==> config.mk <==
export PLATFORM = sky130hd
export DESIGN_NAME = scr_dev_flat
export DESIGN_NICKNAME = d
export VERILOG_FILES = /design/src/scr_if.sv /design/src/scr_chan.sv /design/src/scr_dev.sv /design/src/flat_wrapper.sv
export VERILOG_INCLUDE_DIRS = /design/src
export SDC_FILE = /design/constraint.sdc
export NUM_CORES = 1
export LEC_CHECK = 0
export ABC_AREA = 1
export BUFFER_PORTS_ARGS = -buffer_cell sky130_fd_sc_hd__clkbuf_2
export CELL_PAD_IN_SITES_DETAIL_PLACEMENT = 1
export CELL_PAD_IN_SITES_GLOBAL_PLACEMENT = 2
export CORE_MARGIN = 2
export CORE_UTILIZATION = 33
export DETAILED_ROUTE_END_ITERATION = 10
export PLACE_DENSITY_LB_ADDON = 0.1
export SLEW_MARGIN = 20
export SYNTH_ARGS = -nofsm -noshare
export SYNTH_HDL_FRONTEND = slang
export SYNTH_SLANG_ARGS = --single-unit
==> constraint.sdc <==
create_clock -name clk_i -period 2.73 [get_ports clk_i]
set_input_delay 0.4095 -clock clk_i [delete_from_list [all_inputs] [get_ports clk_i]]
set_output_delay 0.4095 -clock clk_i [all_outputs]
set_load 0.01 [all_outputs]
==> src/scr_map.svh <==
// register offsets, command codes, reset values and timing counts
`ifndef SCR_MAP_SVH
`define SCR_MAP_SVH
// register pointer values
`define SCR_REG_CMD 4'h0
`define SCR_REG_IRQDMA 4'h1
`define SCR_REG_VECTOR 4'h2
`define SCR_REG_RXCTL 4'h3
`define SCR_REG_TXCTL 4'h5
`define SCR_REG_MIC 4'h9
`define SCR_REG_MISCCLK 4'hE
`define SCR_REG_EXTIE 4'hF
// master interrupt control fields
`define SCR_MIC_RST_A 7
`define SCR_MIC_RST_B 6
`define SCR_MIC_UNUSED 5
`define SCR_MIC_NO_VECTOR 1
`define SCR_MIC_MIE 3
`define SCR_MIC_FULL_RESET 8'hC0
`define SCR_MIC_MODE_MASK 8'h1F
// command register codes
`define SCR_CMD_RST_TXCRC 8'h80
`define SCR_CMD_RST_EXTSTAT 8'h10
`define SCR_CMD_PTR_MASK 8'h07
`define SCR_CMD_PTR_HI 8'h08
// enable bits
`define SCR_RX_ENABLE 0
`define SCR_TX_ENABLE 3
`define SCR_TX_DTR 7
`define SCR_TX_RTS 1
`define SCR_BRG_ENABLE 0
// reset values
`define SCR_EXTIE_RST 8'hF8
`define SCR_MISCCLK_RST 8'h20
`define SCR_VECTOR_RST 8'h00
// timing
`define SCR_CLK_MHZ 20
`define SCR_PCLK_NS 50
`define SCR_CYCLE_REC_PCLK 6
`define SCR_RESET_REC_PCLK 11
// host side timing in own clock cycles (same clock as device pclk)
`define SCR_CYCLE_REC_CYC ((`SCR_CYCLE_REC_PCLK*`SCR_PCLK_NS+49)/50)
`define SCR_RESET_REC_CYC ((`SCR_RESET_REC_PCLK*`SCR_PCLK_NS+49)/50)
// host controller wishbone offsets
`define SCR_WB_CMD 4'h0
`define SCR_WB_WDATA 4'h4
`define SCR_WB_STATUS 4'h8
`define SCR_WB_RDATA 4'hC
`endif

==> src/scr_if.sv <==
// parallel register port joining host and controller
`timescale 1ns/1ps
interface scr_if;
  logic rd_n; // read strobe, low active
  logic wr_n; // write strobe, low active
  logic ce_n; // chip enable, low active
  logic chan_a; // 1 selects channel a
  logic data_sel; // 1 data, 0 control
  logic intack_n; // interrupt acknowledge, low active
  logic [7:0] host_d; // data driven by host
  logic [7:0] dev_d; // data driven by device
  logic dev_d_oe_n; // device output enable, low drives
  logic int_n; // interrupt request, low active
  modport dev (
    input rd_n, wr_n, ce_n, chan_a, data_sel, intack_n, host_d,
    output dev_d, dev_d_oe_n, int_n
  );
  modport host (
    output rd_n, wr_n, ce_n, chan_a, data_sel, intack_n, host_d,
    input dev_d, dev_d_oe_n, int_n
  );
endinterface

==> src/scr_chan.sv <==
// one channel's write registers, enables and line state
`timescale 1ns/1ps
`include "scr_map.svh"
module scr_chan (
  input wire logic clk_i,
  input wire logic rst_i,
  input wire logic chan_rst_i, // channel or full reset pulse
  input wire logic full_rst_i, // full reset pulse
  input wire logic we_i, // write strobe to pointer register
  input wire logic [3:0] ptr_i,
  input wire logic [7:0] wdata_i,
  input wire logic ext_clr_i, // reset external status command
  output logic rx_en_o,
  output logic tx_en_o,
  output logic txd_o,
  output logic rts_n_o,
  output logic dtr_n_o,
  output logic ip_o, // interrupt pending
  output logic ius_o, // interrupt under service
  output logic ie_o, // any interrupt enabled
  output logic [7:0] extie_o,
  output logic crc_clr_o // transmit crc reset pulse
);
  logic [7:0] irqdma_reg; // irq / dma control
  logic [7:0] rxctl_reg; // receive control
  logic [7:0] txctl_reg; // transmit control
  logic [7:0] miscclk_reg; // misc clock control
  logic [7:0] extie_reg; // ext status int enable
  logic ip_reg;
  logic ius_reg;
  logic crc_clr_reg;
  logic ext_latch_reg; // ext status latch, reopened by command
  wire wr_cmd = we_i && ptr_i == `SCR_REG_CMD;
  // register writes, reset forces safe state
  always_ff @(posedge clk_i)
  begin
    if (rst_i || chan_rst_i)
    begin
      irqdma_reg <= 8'h00; // interrupts disabled
      rxctl_reg <= 8'h00; // receiver off
      txctl_reg <= 8'h00; // transmitter off
      extie_reg <= `SCR_EXTIE_RST;
      miscclk_reg <= `SCR_MISCCLK_RST;
      ip_reg <= 1'b0;
      ius_reg <= 1'b0;
      crc_clr_reg <= 1'b0;
      ext_latch_reg <= 1'b0;
    end
    else
    begin
      crc_clr_reg <= wr_cmd && wdata_i == `SCR_CMD_RST_TXCRC;
      if (we_i && ptr_i == `SCR_REG_IRQDMA)
        irqdma_reg <= wdata_i;
      if (we_i && ptr_i == `SCR_REG_RXCTL)
        rxctl_reg <= wdata_i;
      if (we_i && ptr_i == `SCR_REG_TXCTL)
        txctl_reg <= wdata_i;
      if (we_i && ptr_i == `SCR_REG_MISCCLK)
        miscclk_reg <= wdata_i;
      if (we_i && ptr_i == `SCR_REG_EXTIE)
        extie_reg <= wdata_i;
      // ext status latch reopens on command
      if (ext_clr_i)
        ext_latch_reg <= 1'b0;
    end
  end
  // full and channel reset alike load 20h into the misc clock register, brg off
  assign rx_en_o = rxctl_reg[`SCR_RX_ENABLE];
  assign tx_en_o = txctl_reg[`SCR_TX_ENABLE];
  assign txd_o = 1'b1; // marking while idle or reset
  assign rts_n_o = ~txctl_reg[`SCR_TX_RTS]; // high after reset
  assign dtr_n_o = ~txctl_reg[`SCR_TX_DTR];
  assign ip_o = ip_reg;
  assign ius_o = ius_reg;
  assign ie_o = |irqdma_reg;
  assign extie_o = extie_reg;
  assign crc_clr_o = crc_clr_reg;
  wire unused_ok = &{1'b0, full_rst_i, miscclk_reg, ext_latch_reg};
endmodule // scr_chan

==> src/scr_dev.sv <==
// controller end: register pointer, reset commands, intack vector
`timescale 1ns/1ps
`include "scr_map.svh"
// the controller end sees the host only through its strobes; every
// access is recognised on the first clock that shows a strobe low, so
// a strobe held for several clocks still counts as one access
// the recovery timer is shared by both channels, as the host spaces
// every access against one device, not against a channel
// a full reset comes from rst_i, from both strobes low together, or
// from the software reset value in master interrupt control; all three
// drive full_rst, though only rst_i resets the read data and its drive enable
// transmitter, receiver and clocking internals are not modelled; only
// the enables and line levels that resets act on are kept
module scr_dev (
  input wire logic clk_i,
  input wire logic rst_i,
  // parallel port: host strobes and write data in, device data out
  scr_if.dev bus,
  // per channel line state, kept visible for checks
  output logic [1:0] rx_en_o, // per channel, bit 1 is channel a
  output logic [1:0] tx_en_o,
  output logic [1:0] txd_o,
  output logic [1:0] rts_n_o,
  output logic [1:0] dtr_n_o,
  output logic [1:0] crc_clr_o,
  output logic [7:0] mic_o, // master interrupt control contents
  output logic recovering_o // recovery after reset or after any access in progress
);
  // wide enough for the longer of the two recovery counts
  localparam int REC_W = 4;
  logic [7:0] mic_reg; // master interrupt control
  logic [3:0] ptr_reg; // register pointer
  logic [REC_W-1:0] rec_reg; // recovery countdown
  logic rd_q_reg; // previous read strobe level
  logic wr_q_reg; // previous write strobe level
  logic [7:0] dout_reg; // read data
  logic oe_n_reg; // data drive enable, low drives
  logic [7:0] vector_reg; // interrupt vector
  logic [1:0] ext_clr_next;
  logic [1:0] ip_w, ius_w, ie_w;
  logic [7:0] extie_w [2];
  // the recovery counter must hold the long count
  if (`SCR_RESET_REC_PCLK >= (1 << REC_W))
  begin : g_bad_rec
    $error("recovery count too wide");
  end
  // strobe decode
  // a strobe counts only on the clock where it is first seen low and
  // only while the other strobe is high, so a hardware reset request
  // never looks like a read or a write
  wire sel = !bus.ce_n;
  wire hw_rst = !bus.rd_n && !bus.wr_n;
  wire wr_edge = sel && !bus.wr_n && wr_q_reg && bus.rd_n;
  wire rd_edge = sel && !bus.rd_n && rd_q_reg && bus.wr_n;
  wire busy = rec_reg != '0;
  wire wr_ok = wr_edge && !busy;
  wire ctl_wr = wr_ok && !bus.data_sel;
  wire wr_ptr = ctl_wr && ptr_reg == `SCR_REG_CMD;
  wire wr_mic = ctl_wr && ptr_reg == `SCR_REG_MIC;
  wire [7:0] wd = bus.host_d;
  // full reset on c0h, identical to pins
  wire sw_full = wr_mic && wd[7:6] == 2'b11;
  wire full_rst = rst_i || hw_rst || sw_full;
  // a channel reset leaves the other channel alone; the mode bits take the low five bits of the same write;
  // the shared register means one write may reset both channels
  // single channel reset acts only on a one
  wire rst_a = full_rst || (wr_mic && wd[`SCR_MIC_RST_A]);
  wire rst_b = full_rst || (wr_mic && wd[`SCR_MIC_RST_B]);
  // channel select and pointer as seen by the read mux
  wire chan_sel = bus.chan_a;
  wire [3:0] ptr_sel = ptr_reg;
  wire intack = sel && !bus.intack_n && !bus.rd_n;
  // vector suppressed when no-vector bit set
  wire drive_vec = intack && !mic_reg[`SCR_MIC_NO_VECTOR];
  // previous write and read strobe levels, kept for edge detection
  // no reset needed here: these follow the pins every clock, and the
  // host holds both strobes high while it is in reset
  always_ff @(posedge clk_i)
  begin
    rd_q_reg <= bus.rd_n;
    wr_q_reg <= bus.wr_n;
  end
  // master interrupt control register
  // command bits are never stored, so a later write of zero can neither
  // undo nor repeat a reset that has already happened
  always_ff @(posedge clk_i)
  begin
    if (full_rst)
      mic_reg <= 8'h00; // full reset clears modes
    else if (wr_mic)
      // keep command bits as zero, unused bit forced zero
      mic_reg <= wd & `SCR_MIC_MODE_MASK;
  end
  // pointer: set by command register, cleared after any read or control write
  // limitation: a read between a pointer write and its value write
  // drops the pointer, so the host must keep such pairs together
  always_ff @(posedge clk_i)
  begin
    if (full_rst)
      ptr_reg <= 4'h0;
    else if (rd_edge)
      ptr_reg <= 4'h0; // read always returns to zero
    else if (wr_ptr)
      ptr_reg <= {wd[3], wd[2:0]};
    else if (ctl_wr)
      ptr_reg <= 4'h0;
  end
  // recovery timer: eleven after reset, six after access
  // channel resets take the long count too; a few clocks are lost, but
  // every reset then follows one recovery rule
  always_ff @(posedge clk_i)
  begin
    if (full_rst || (wr_mic && |wd[7:6]))
      rec_reg <= REC_W'(`SCR_RESET_REC_PCLK);
    else if (wr_edge || rd_edge)
      rec_reg <= REC_W'(`SCR_CYCLE_REC_PCLK);
    else if (busy)
      rec_reg <= rec_reg - 1'b1;
  end
  // vector register
  // one vector serves both channels; only a full reset clears it, a
  // channel reset leaves it for the channel still in use
  always_ff @(posedge clk_i)
  begin
    if (full_rst)
      vector_reg <= `SCR_VECTOR_RST;
    else if (ctl_wr && ptr_reg == `SCR_REG_VECTOR)
      vector_reg <= wd;
  end
  // read data and drive enable
  // the byte is registered on the clock that sees the strobe; the host
  // samples it at the end of its strobe, so this latency costs nothing
  always_ff @(posedge clk_i)
  begin
    if (rst_i)
    begin
      dout_reg <= 8'h00;
      oe_n_reg <= 1'b1;
    end
    else
    begin
      oe_n_reg <= !(drive_vec || (sel && !bus.rd_n && bus.wr_n &&
        bus.intack_n));
      if (drive_vec)
        dout_reg <= vector_reg;
      else if (ptr_sel == `SCR_REG_EXTIE)
        dout_reg <= chan_sel ? extie_w[1] : extie_w[0];
      else if (ptr_sel == 4'h3)
        dout_reg <= chan_sel ? {4'h0, ip_w, 2'b00} : 8'h00;
      else
        dout_reg <= {6'h00, chan_sel ? tx_en_o[1] : tx_en_o[0],
          chan_sel ? ip_w[1] : ip_w[0]};
    end
  end
  // ext status reset command per channel
  // the host sends this twice after enabling ext status sources; each
  // copy is a plain one-clock pulse, so a repeat is harmless
  assign ext_clr_next[1] = wr_ptr && chan_sel &&
    wd == `SCR_CMD_RST_EXTSTAT;
  assign ext_clr_next[0] = wr_ptr && !chan_sel &&
    wd == `SCR_CMD_RST_EXTSTAT;
  // channel instances, index 1 is channel a
  // both share the pointer; only the selected channel takes a write
  for (genvar c = 0; c < 2; c++)
  begin : g_chan
    wire chan_hit = (c == 1) ? chan_sel : !chan_sel;
    scr_chan u_chan (
      .clk_i(clk_i),
      .rst_i(rst_i),
      .chan_rst_i((c == 1) ? rst_a : rst_b),
      .full_rst_i(full_rst),
      .we_i(ctl_wr && chan_hit),
      .ptr_i(ptr_reg),
      .wdata_i(wd),
      .ext_clr_i(ext_clr_next[c]),
      .rx_en_o(rx_en_o[c]),
      .tx_en_o(tx_en_o[c]),
      .txd_o(txd_o[c]),
      .rts_n_o(rts_n_o[c]),
      .dtr_n_o(dtr_n_o[c]),
      .ip_o(ip_w[c]),
      .ius_o(ius_w[c]),
      .ie_o(ie_w[c]),
      .extie_o(extie_w[c]),
      .crc_clr_o(crc_clr_o[c])
    );
  end
  // data and its enable both come from flip-flops, so they change on
  // the same clock edge and never show a stale byte with a new enable
  assign bus.dev_d = dout_reg;
  assign bus.dev_d_oe_n = oe_n_reg;
  // no pending sources are modelled, so the request line idles high
  assign bus.int_n = !(mic_reg[`SCR_MIC_MIE] && |(ip_w & ie_w & ~ius_w));
  assign mic_o = mic_reg;
  assign recovering_o = busy;
endmodule // scr_dev

==> src/flat_wrapper.sv <==
// flat-port wrapper written by rule: the top's interface ports become plain ports
module scr_dev_flat 
  (clk_i, rst_i, rx_en_o, tx_en_o, txd_o, rts_n_o, dtr_n_o, crc_clr_o, mic_o, recovering_o, bus_rd_n, bus_wr_n, bus_ce_n, bus_chan_a, bus_data_sel, bus_intack_n, bus_host_d, bus_dev_d, bus_dev_d_oe_n, bus_int_n);
  scr_if bus_i ();
  input wire logic clk_i;
  input wire logic rst_i;
  output logic [1:0] rx_en_o;
  output logic [1:0] tx_en_o;
  output logic [1:0] txd_o;
  output logic [1:0] rts_n_o;
  output logic [1:0] dtr_n_o;
  output logic [1:0] crc_clr_o;
  output logic [7:0] mic_o;
  output logic recovering_o;
  input wire logic [$bits(bus_i.rd_n)-1:0] bus_rd_n;
  input wire logic [$bits(bus_i.wr_n)-1:0] bus_wr_n;
  input wire logic [$bits(bus_i.ce_n)-1:0] bus_ce_n;
  input wire logic [$bits(bus_i.chan_a)-1:0] bus_chan_a;
  input wire logic [$bits(bus_i.data_sel)-1:0] bus_data_sel;
  input wire logic [$bits(bus_i.intack_n)-1:0] bus_intack_n;
  input wire logic [$bits(bus_i.host_d)-1:0] bus_host_d;
  output wire logic [$bits(bus_i.dev_d)-1:0] bus_dev_d;
  output wire logic [$bits(bus_i.dev_d_oe_n)-1:0] bus_dev_d_oe_n;
  output wire logic [$bits(bus_i.int_n)-1:0] bus_int_n;
  assign bus_i.rd_n = bus_rd_n;
  assign bus_i.wr_n = bus_wr_n;
  assign bus_i.ce_n = bus_ce_n;
  assign bus_i.chan_a = bus_chan_a;
  assign bus_i.data_sel = bus_data_sel;
  assign bus_i.intack_n = bus_intack_n;
  assign bus_i.host_d = bus_host_d;
  assign bus_dev_d = bus_i.dev_d;
  assign bus_dev_d_oe_n = bus_i.dev_d_oe_n;
  assign bus_int_n = bus_i.int_n;
  scr_dev u_core (.clk_i(clk_i), .rst_i(rst_i), .bus(bus_i), .rx_en_o(rx_en_o), .tx_en_o(tx_en_o), .txd_o(txd_o), .rts_n_o(rts_n_o), .dtr_n_o(dtr_n_o), .crc_clr_o(crc_clr_o), .mic_o(mic_o), .recovering_o(recovering_o));
endmodule
Word-level counts from Yosys, hierarchy flattened
Cells that the tools add are included.
{"block": "classes", "mux": 9, "n_bitwise": 4, "eq_ne": 7, "add_sub_neg": 1, "n_reduce_logical": 58}
{"cell": "logical AND 1 bit", "n": 33}
{"cell": "two-way mux 8 bit", "n": 3}
{"cell": "two-way mux 4 bit", "n": 4}
{"cell": "logical NOT 1 bit", "n": 9}
{"cell": "logical OR 1 bit", "n": 9}
{"cell": "== test 4 x 2 -> 1 bit, second input constant", "n": 2}
{"cell": "== test 4 bit, second input constant", "n": 2}
{"cell": "== test 8 bit, second input constant", "n": 1}
{"cell": "OR reduction 2 bit", "n": 3}
{"cell": "== test 4 x 3 -> 1 bit, second input constant", "n": 1}
{"cell": "logical NOT 4 bit", "n": 1}
{"cell": "NOT 1 bit", "n": 4}
{"cell": "nonzero test 2 bit", "n": 2}
{"cell": "nonzero test 4 bit", "n": 1}
{"cell": "subtractor 4 x 1 -> 4 bit, second input constant", "n": 1}
{"cell": "== test 2 bit, second input constant", "n": 1}
{"cell": "two-way mux 2 bit", "n": 1}
{"cell": "two-way mux 1 bit", "n": 1}
{"block": "totals", "wordCells": 96, "input_bits": 16, "register_bits": 68}

Depth between registers and ports, before layout
{"block": "depth", "ltp_word": 11, "mapped_depth": 9}

Cells and area by module
From an unflattened synthesis, not the netlist that was laid out.
{"block": "hier_totals", "cells_unflattened": 557, "hier_area_um2": 3716.1}
{"module": "scr_chan", "cells_each": 150, "n_inst": 2, "area_per_inst_um2": 996.0}
{"module": "scr_dev", "cells_each": 257, "n_inst": 1, "area_per_inst_um2": 1724.2}

Least setup slack after synthesis
OpenSTA, ideal clock, no wires.
{"block": "synth_path", "path_type": "reg-to-reg", "from": "reg u_core.rec_reg[0]", "to": "reg u_core.vector_reg[7]", "path_stages_with_launch": 9, "arrival_ns": 1.306, "setup_time_ns": 0.116, "slack_ns": 1.308, "required_ns": 2.614, "cell_sequence": "dfxtp_1 > inv_1 > ha_1 > nand3_2 > nor2_4 > buf_4 > nand2_2 > nand2_1 > a21oi_1"}
{"block": "synth_via", "elab_chain_len": 7}
{"item": "from (decl)", "line": "scr_dev.sv:33", "source": "logic [REC_W-1:0] rec_reg;"}
{"item": "from (signal assigned)", "line": "scr_dev.sv:114", "source": "rec_reg <= REC_W'(`SCR_RESET_REC_PCLK);"}
{"item": "from (signal assigned)", "line": "scr_dev.sv:116", "source": "rec_reg <= REC_W'(`SCR_CYCLE_REC_PCLK);"}
{"item": "from (signal assigned)", "line": "scr_dev.sv:118", "source": "rec_reg <= rec_reg - 1'b1;"}
{"item": "nonzero test 4 bit (*)", "line": "scr_dev.sv:55", "source": "wire busy = rec_reg != '0;"}
{"item": "logical NOT 1 bit (*)", "line": "scr_dev.sv:56", "source": "wire wr_ok = wr_edge && !busy;"}
{"item": "logical AND 1 bit (*)", "line": "scr_dev.sv:56"}
{"item": "logical AND 1 bit (*)", "line": "scr_dev.sv:57", "source": "wire ctl_wr = wr_ok && !bus.data_sel;"}
{"item": "logical AND 1 bit (no line)"}
{"item": "logical AND 1 bit", "line": "scr_dev.sv:62", "source": "wire sw_full = wr_mic && wd[7:6] == 2'b11;"}
{"item": "logical OR 1 bit", "line": "scr_dev.sv:63", "source": "wire full_rst = rst_i || hw_rst || sw_full;"}
{"item": "to (signal assigned)", "line": "scr_dev.sv:126", "source": "vector_reg <= `SCR_VECTOR_RST;"}
{"item": "to (signal assigned)", "line": "scr_dev.sv:128", "source": "vector_reg <= wd;"}
{"item": "to (decl)", "line": "scr_dev.sv:38", "source": "logic [7:0] vector_reg;"}
Mark *: on every way between the ends. The rest lies on a longest branch, timed or not.
A chain may end at the register's enable or synchronous reset.

Final worst setup path
{"block": "layout_path", "from": "reg u_core.ptr_reg[0]", "to": "reg u_core.dout_reg[1] (netlist: u_core.bus.dev_d[1])"}
{"block": "layout_via", "elab_chain_len": 4}
{"item": "from (decl)", "line": "scr_dev.sv:32", "source": "logic [3:0] ptr_reg;"}
{"item": "from (signal assigned)", "line": "scr_dev.sv:104", "source": "ptr_reg <= {wd[3], wd[2:0]};"}
{"item": "== test 4 x 2 -> 1 bit", "line": "scr_dev.sv:148", "source": "else if (ptr_sel == 4'h3)"}
{"item": "two-way mux 2 bit", "line": "scr_dev.sv:148"}
{"item": "two-way mux 8 bit (*)", "line": "scr_dev.sv:146", "source": "else if (ptr_sel == `SCR_REG_EXTIE)"}
{"item": "two-way mux 8 bit (*)", "line": "scr_dev.sv:144", "source": "if (drive_vec)"}
{"item": "to (signal assigned)", "line": "scr_dev.sv:145", "source": "dout_reg <= vector_reg;"}
{"item": "to (signal assigned)", "line": "scr_dev.sv:147", "source": "dout_reg <= chan_sel ? extie_w[1] : extie_w[0];"}
{"item": "to (signal assigned)", "line": "scr_dev.sv:149", "source": "dout_reg <= chan_sel ? {4'h0, ip_w, 2'b00} : 8'h00;"}
{"item": "to (decl)", "line": "scr_dev.sv:36", "source": "logic [7:0] dout_reg;"}
Marked as above.

==> flow_metrics.py <==
metrics = {
    "floorplan": {
        "core_sq_um": 7807,
        "die_h_um": 94.39,
        "rows": 32,
        "die_width_um": 94.39,
        "dieArea_sq_um": 8909,
        "start_util_pct": 34.54,
        "io_pins": 47,
    },
    "hold_path": {
        "worstHoldPathType": "in -> reg",
    },
    "job": {
        "drv_cap": 0,
    },
    "timing": {
        "final_max_slew_viol_count": 0,
        "period_minus_slack_ns": 1.953,
        "rsz0062_at_grt": "false",
        "fin_setup_tns_ns": 0,
        "max_freq_ghz": 0.5120,
        "finalSetupViolCount": 0,
        "fin_worst_skew_ns": 0.009340,
        "layout_worst_path_cycle_share_pct": 71.55,
        "worst_slew_pin_slew_ns": 0.6913,
        "fin_ws_ns": 0.7767,
        "relSlewSlack_pct": 53.74,
        "hold_violations": 0,
    },
    "clocking": {
        "clock_sinks": 58,
        "cts_buffers": 9,
        "cts_hold_repair.buffers": 0,
        "ctsHtreeMaxLevel": 3,
        "cts_tree": "done",
        "cts_resized": 0,
        "cts_setup_buffers": 0,
        "insertion_delay_ns": 0.34,
        "cts_buffer_depth": 2,
        "clk_pin_slew_ns": 0.07,
        "root_buffer": "clkbuf_8",
    },
    "finish": {
        "nNetsFinal": 416,
        "multi_input_area_sq_um": 1239,
        "largest_reg_flops": 16,
        "layout_commonest_cell": "nand2_1",
        "n_fill_cell": 1007,
        "area_growth_pct": 13.83,
        "diodes": 0,
        "mostFrequentLayoutCells": "104 x nand2_1, 58 x dfxtp_1, 40 x clkbuf_2, 39 x nand3_1, 36 x a21oi_1",
        "register_area_sq_um": 1161,
        "drive_gt1_share_pct": 19.80,
        "final_cell_area_sq_um": 3069,
    },
    "critical_path": {
        "critPathCaptureType": "flip-flop",
        "path_cells": "nand2_1 -> nor2_1 -> buf_4 -> o21ai_0 -> o21bai_1 -> inv_1",
        "worstPathRequired_ns": 2.96,
        "critPathMaxStageDelay_ns": 0.56,
        "crit_arrival_ns": 2.19,
        "worstPathMaxFanout": 12,
        "cp_slowest_cell": "nor2_1",
        "crit_type": "reg -> reg",
        "cp-start-kind": "flip-flop",
    },
    "yosys": {
        "avgSynthCellArea_sq_um": 7.248,
        "synthTopCellsByArea": "dfxtp_1 43%, nand2_1 14%, nand3_1 7.2%",
        "ys_warn_count": 0,
        "synth_area_sq_um": 2696,
        "yosysSeqAreaShare_pct": 43.06,
        "ys_ff_latch": 58,
        "yosysTopAreaCell": "dfxtp_1",
        "syn_inst": 372,
        "synth_top_area_share_pct": 43.06,
        "synth_cell_type_count": 27,
    },
    "route": {
        "wire_per_inst_um": 14.90,
        "dr.pass1.iters": 4,
        "via_per_inst": 4.962,
        "antenna_left": 0,
        "vias": 2511,
        "drt-initial-drc-count": 80,
        "wirelength_mm": 7.540,
        "drc": 0,
    },
    "grt": {
        "grt_pass1_vias": 2496,
        "grt_use_total_pct": 18.50,
        "antenna_found_initial": 0,
        "grt_start_max_net_pins": 20,
        "grt_pass1_wl_mm": 12.49,
        "gr-total-overflow": 0,
    },
    "placed_design": {
        "port_buffers": 40,
        "placed_cell_area_sq_um": 2867,
        "pre_cts_ws_ns": 0.7632,
        "dp_hpwl_mm": 5.517,
        "gp_congestion": 0.7859,
    },
    "status": {
        "status": "complete, no violations",
    },
    "power": {
        "cellPowerDensity_nw_per_um2": 579.3,
        "p_leak_nw": 1.279,
        "max-vdd-ir-drop_uv": 269.4,
    },
}
## routing by layer
layer  vias up  share of wire, %  global-route usage (%)
li1       1261                 -                       -
met1      1208                46                   23.33
met2        32                50                   30.83
met3        10               3.2                   4.389
met4         0               1.3                   6.763
met5         -                 0                       0
## worst max-delay path, delay by kind of cell, from the launching register on
kind            cells  cell delay (ns)
flops               1             0.47
compound gates      2             0.33
buf+inv             2             0.37
simple gates        2             0.67
## final cells by class
type                       count  area share [%]
clock inverter                 6           2.120
tap                          102           4.158
sequential                    58           37.83
multi-input combinational    259           40.36
inverter                      25           3.057
timing repair buffer          46           7.990
clock buffer                  10           4.484
## synthesized netlist by cell type (all sizes together)
master  instances
inv            25
nor3            7
nor2           21
nand3b          1
buf            24
o21bai          1
clkbuf         10
and2            1
nand3          42
o211ai          1
ha              1
a21oi          36
conb            2
o21ai           7
nand4          24
nand2         109
dfxtp          58
xor2            2
## kinds of logic after synthesis
logic type,synth area share [%]
AO/OA/AOI/OAI,8.538
other,0.2785
buffers and inverters,11.55
flip-flops,43.06
XOR/XNOR,0.6498
adder cells (fa/ha/maj),0.4640
AND/OR/NAND/NOR,35.45
## power by group
part	internal (mW)	total (mW)	switching [mW]
combinational	0.0265	0.102	0.0756
clock	0.447	0.819	0.372
sequential	0.852	0.857	0.00423
total	1.33	1.78	0.452
## worst paths after layout
path | startpoint | endpoint | slack [ns] | depth (start not counted)
setup / recovery | u_core.ptr_reg[0]$_SDFFE_PP0P_ | u_core.bus.dev_d[1]$_SDFF_PP0_ | 0.78 | 6
hold / removal | bus_rd_n | u_core.rd_q_reg$_DFF_P_ | 0.22 | 1
setup reg to reg | u_core.ptr_reg[0]$_SDFFE_PP0P_ | u_core.bus.dev_d[1]$_SDFF_PP0_ | 0.78 | 6
hold reg to reg | u_core.g_chan[1].u_chan.rxctl_reg[0]$_SDFFE_PP0P_ | u_core.g_chan[1].u_chan.rxctl_reg[0]$_SDFFE_PP0P_ | 0.46 | 2
## stage by stage
step	utilization [%]	cells	total power [mW]	hold WS [ns]
after floorplan	-	376	0.9451	0.4352
after global placement	36.71	490	0.9792	0.4480
after detailed placement	36.71	490	0.9808	0.4556
after CTS	39.31	506	1.812	0.2029
after global routing	39.31	506	1.863	0.2187
final	39.31	506	1.778	0.2164
Note: power is estimated with default switching activity, not from simulation.
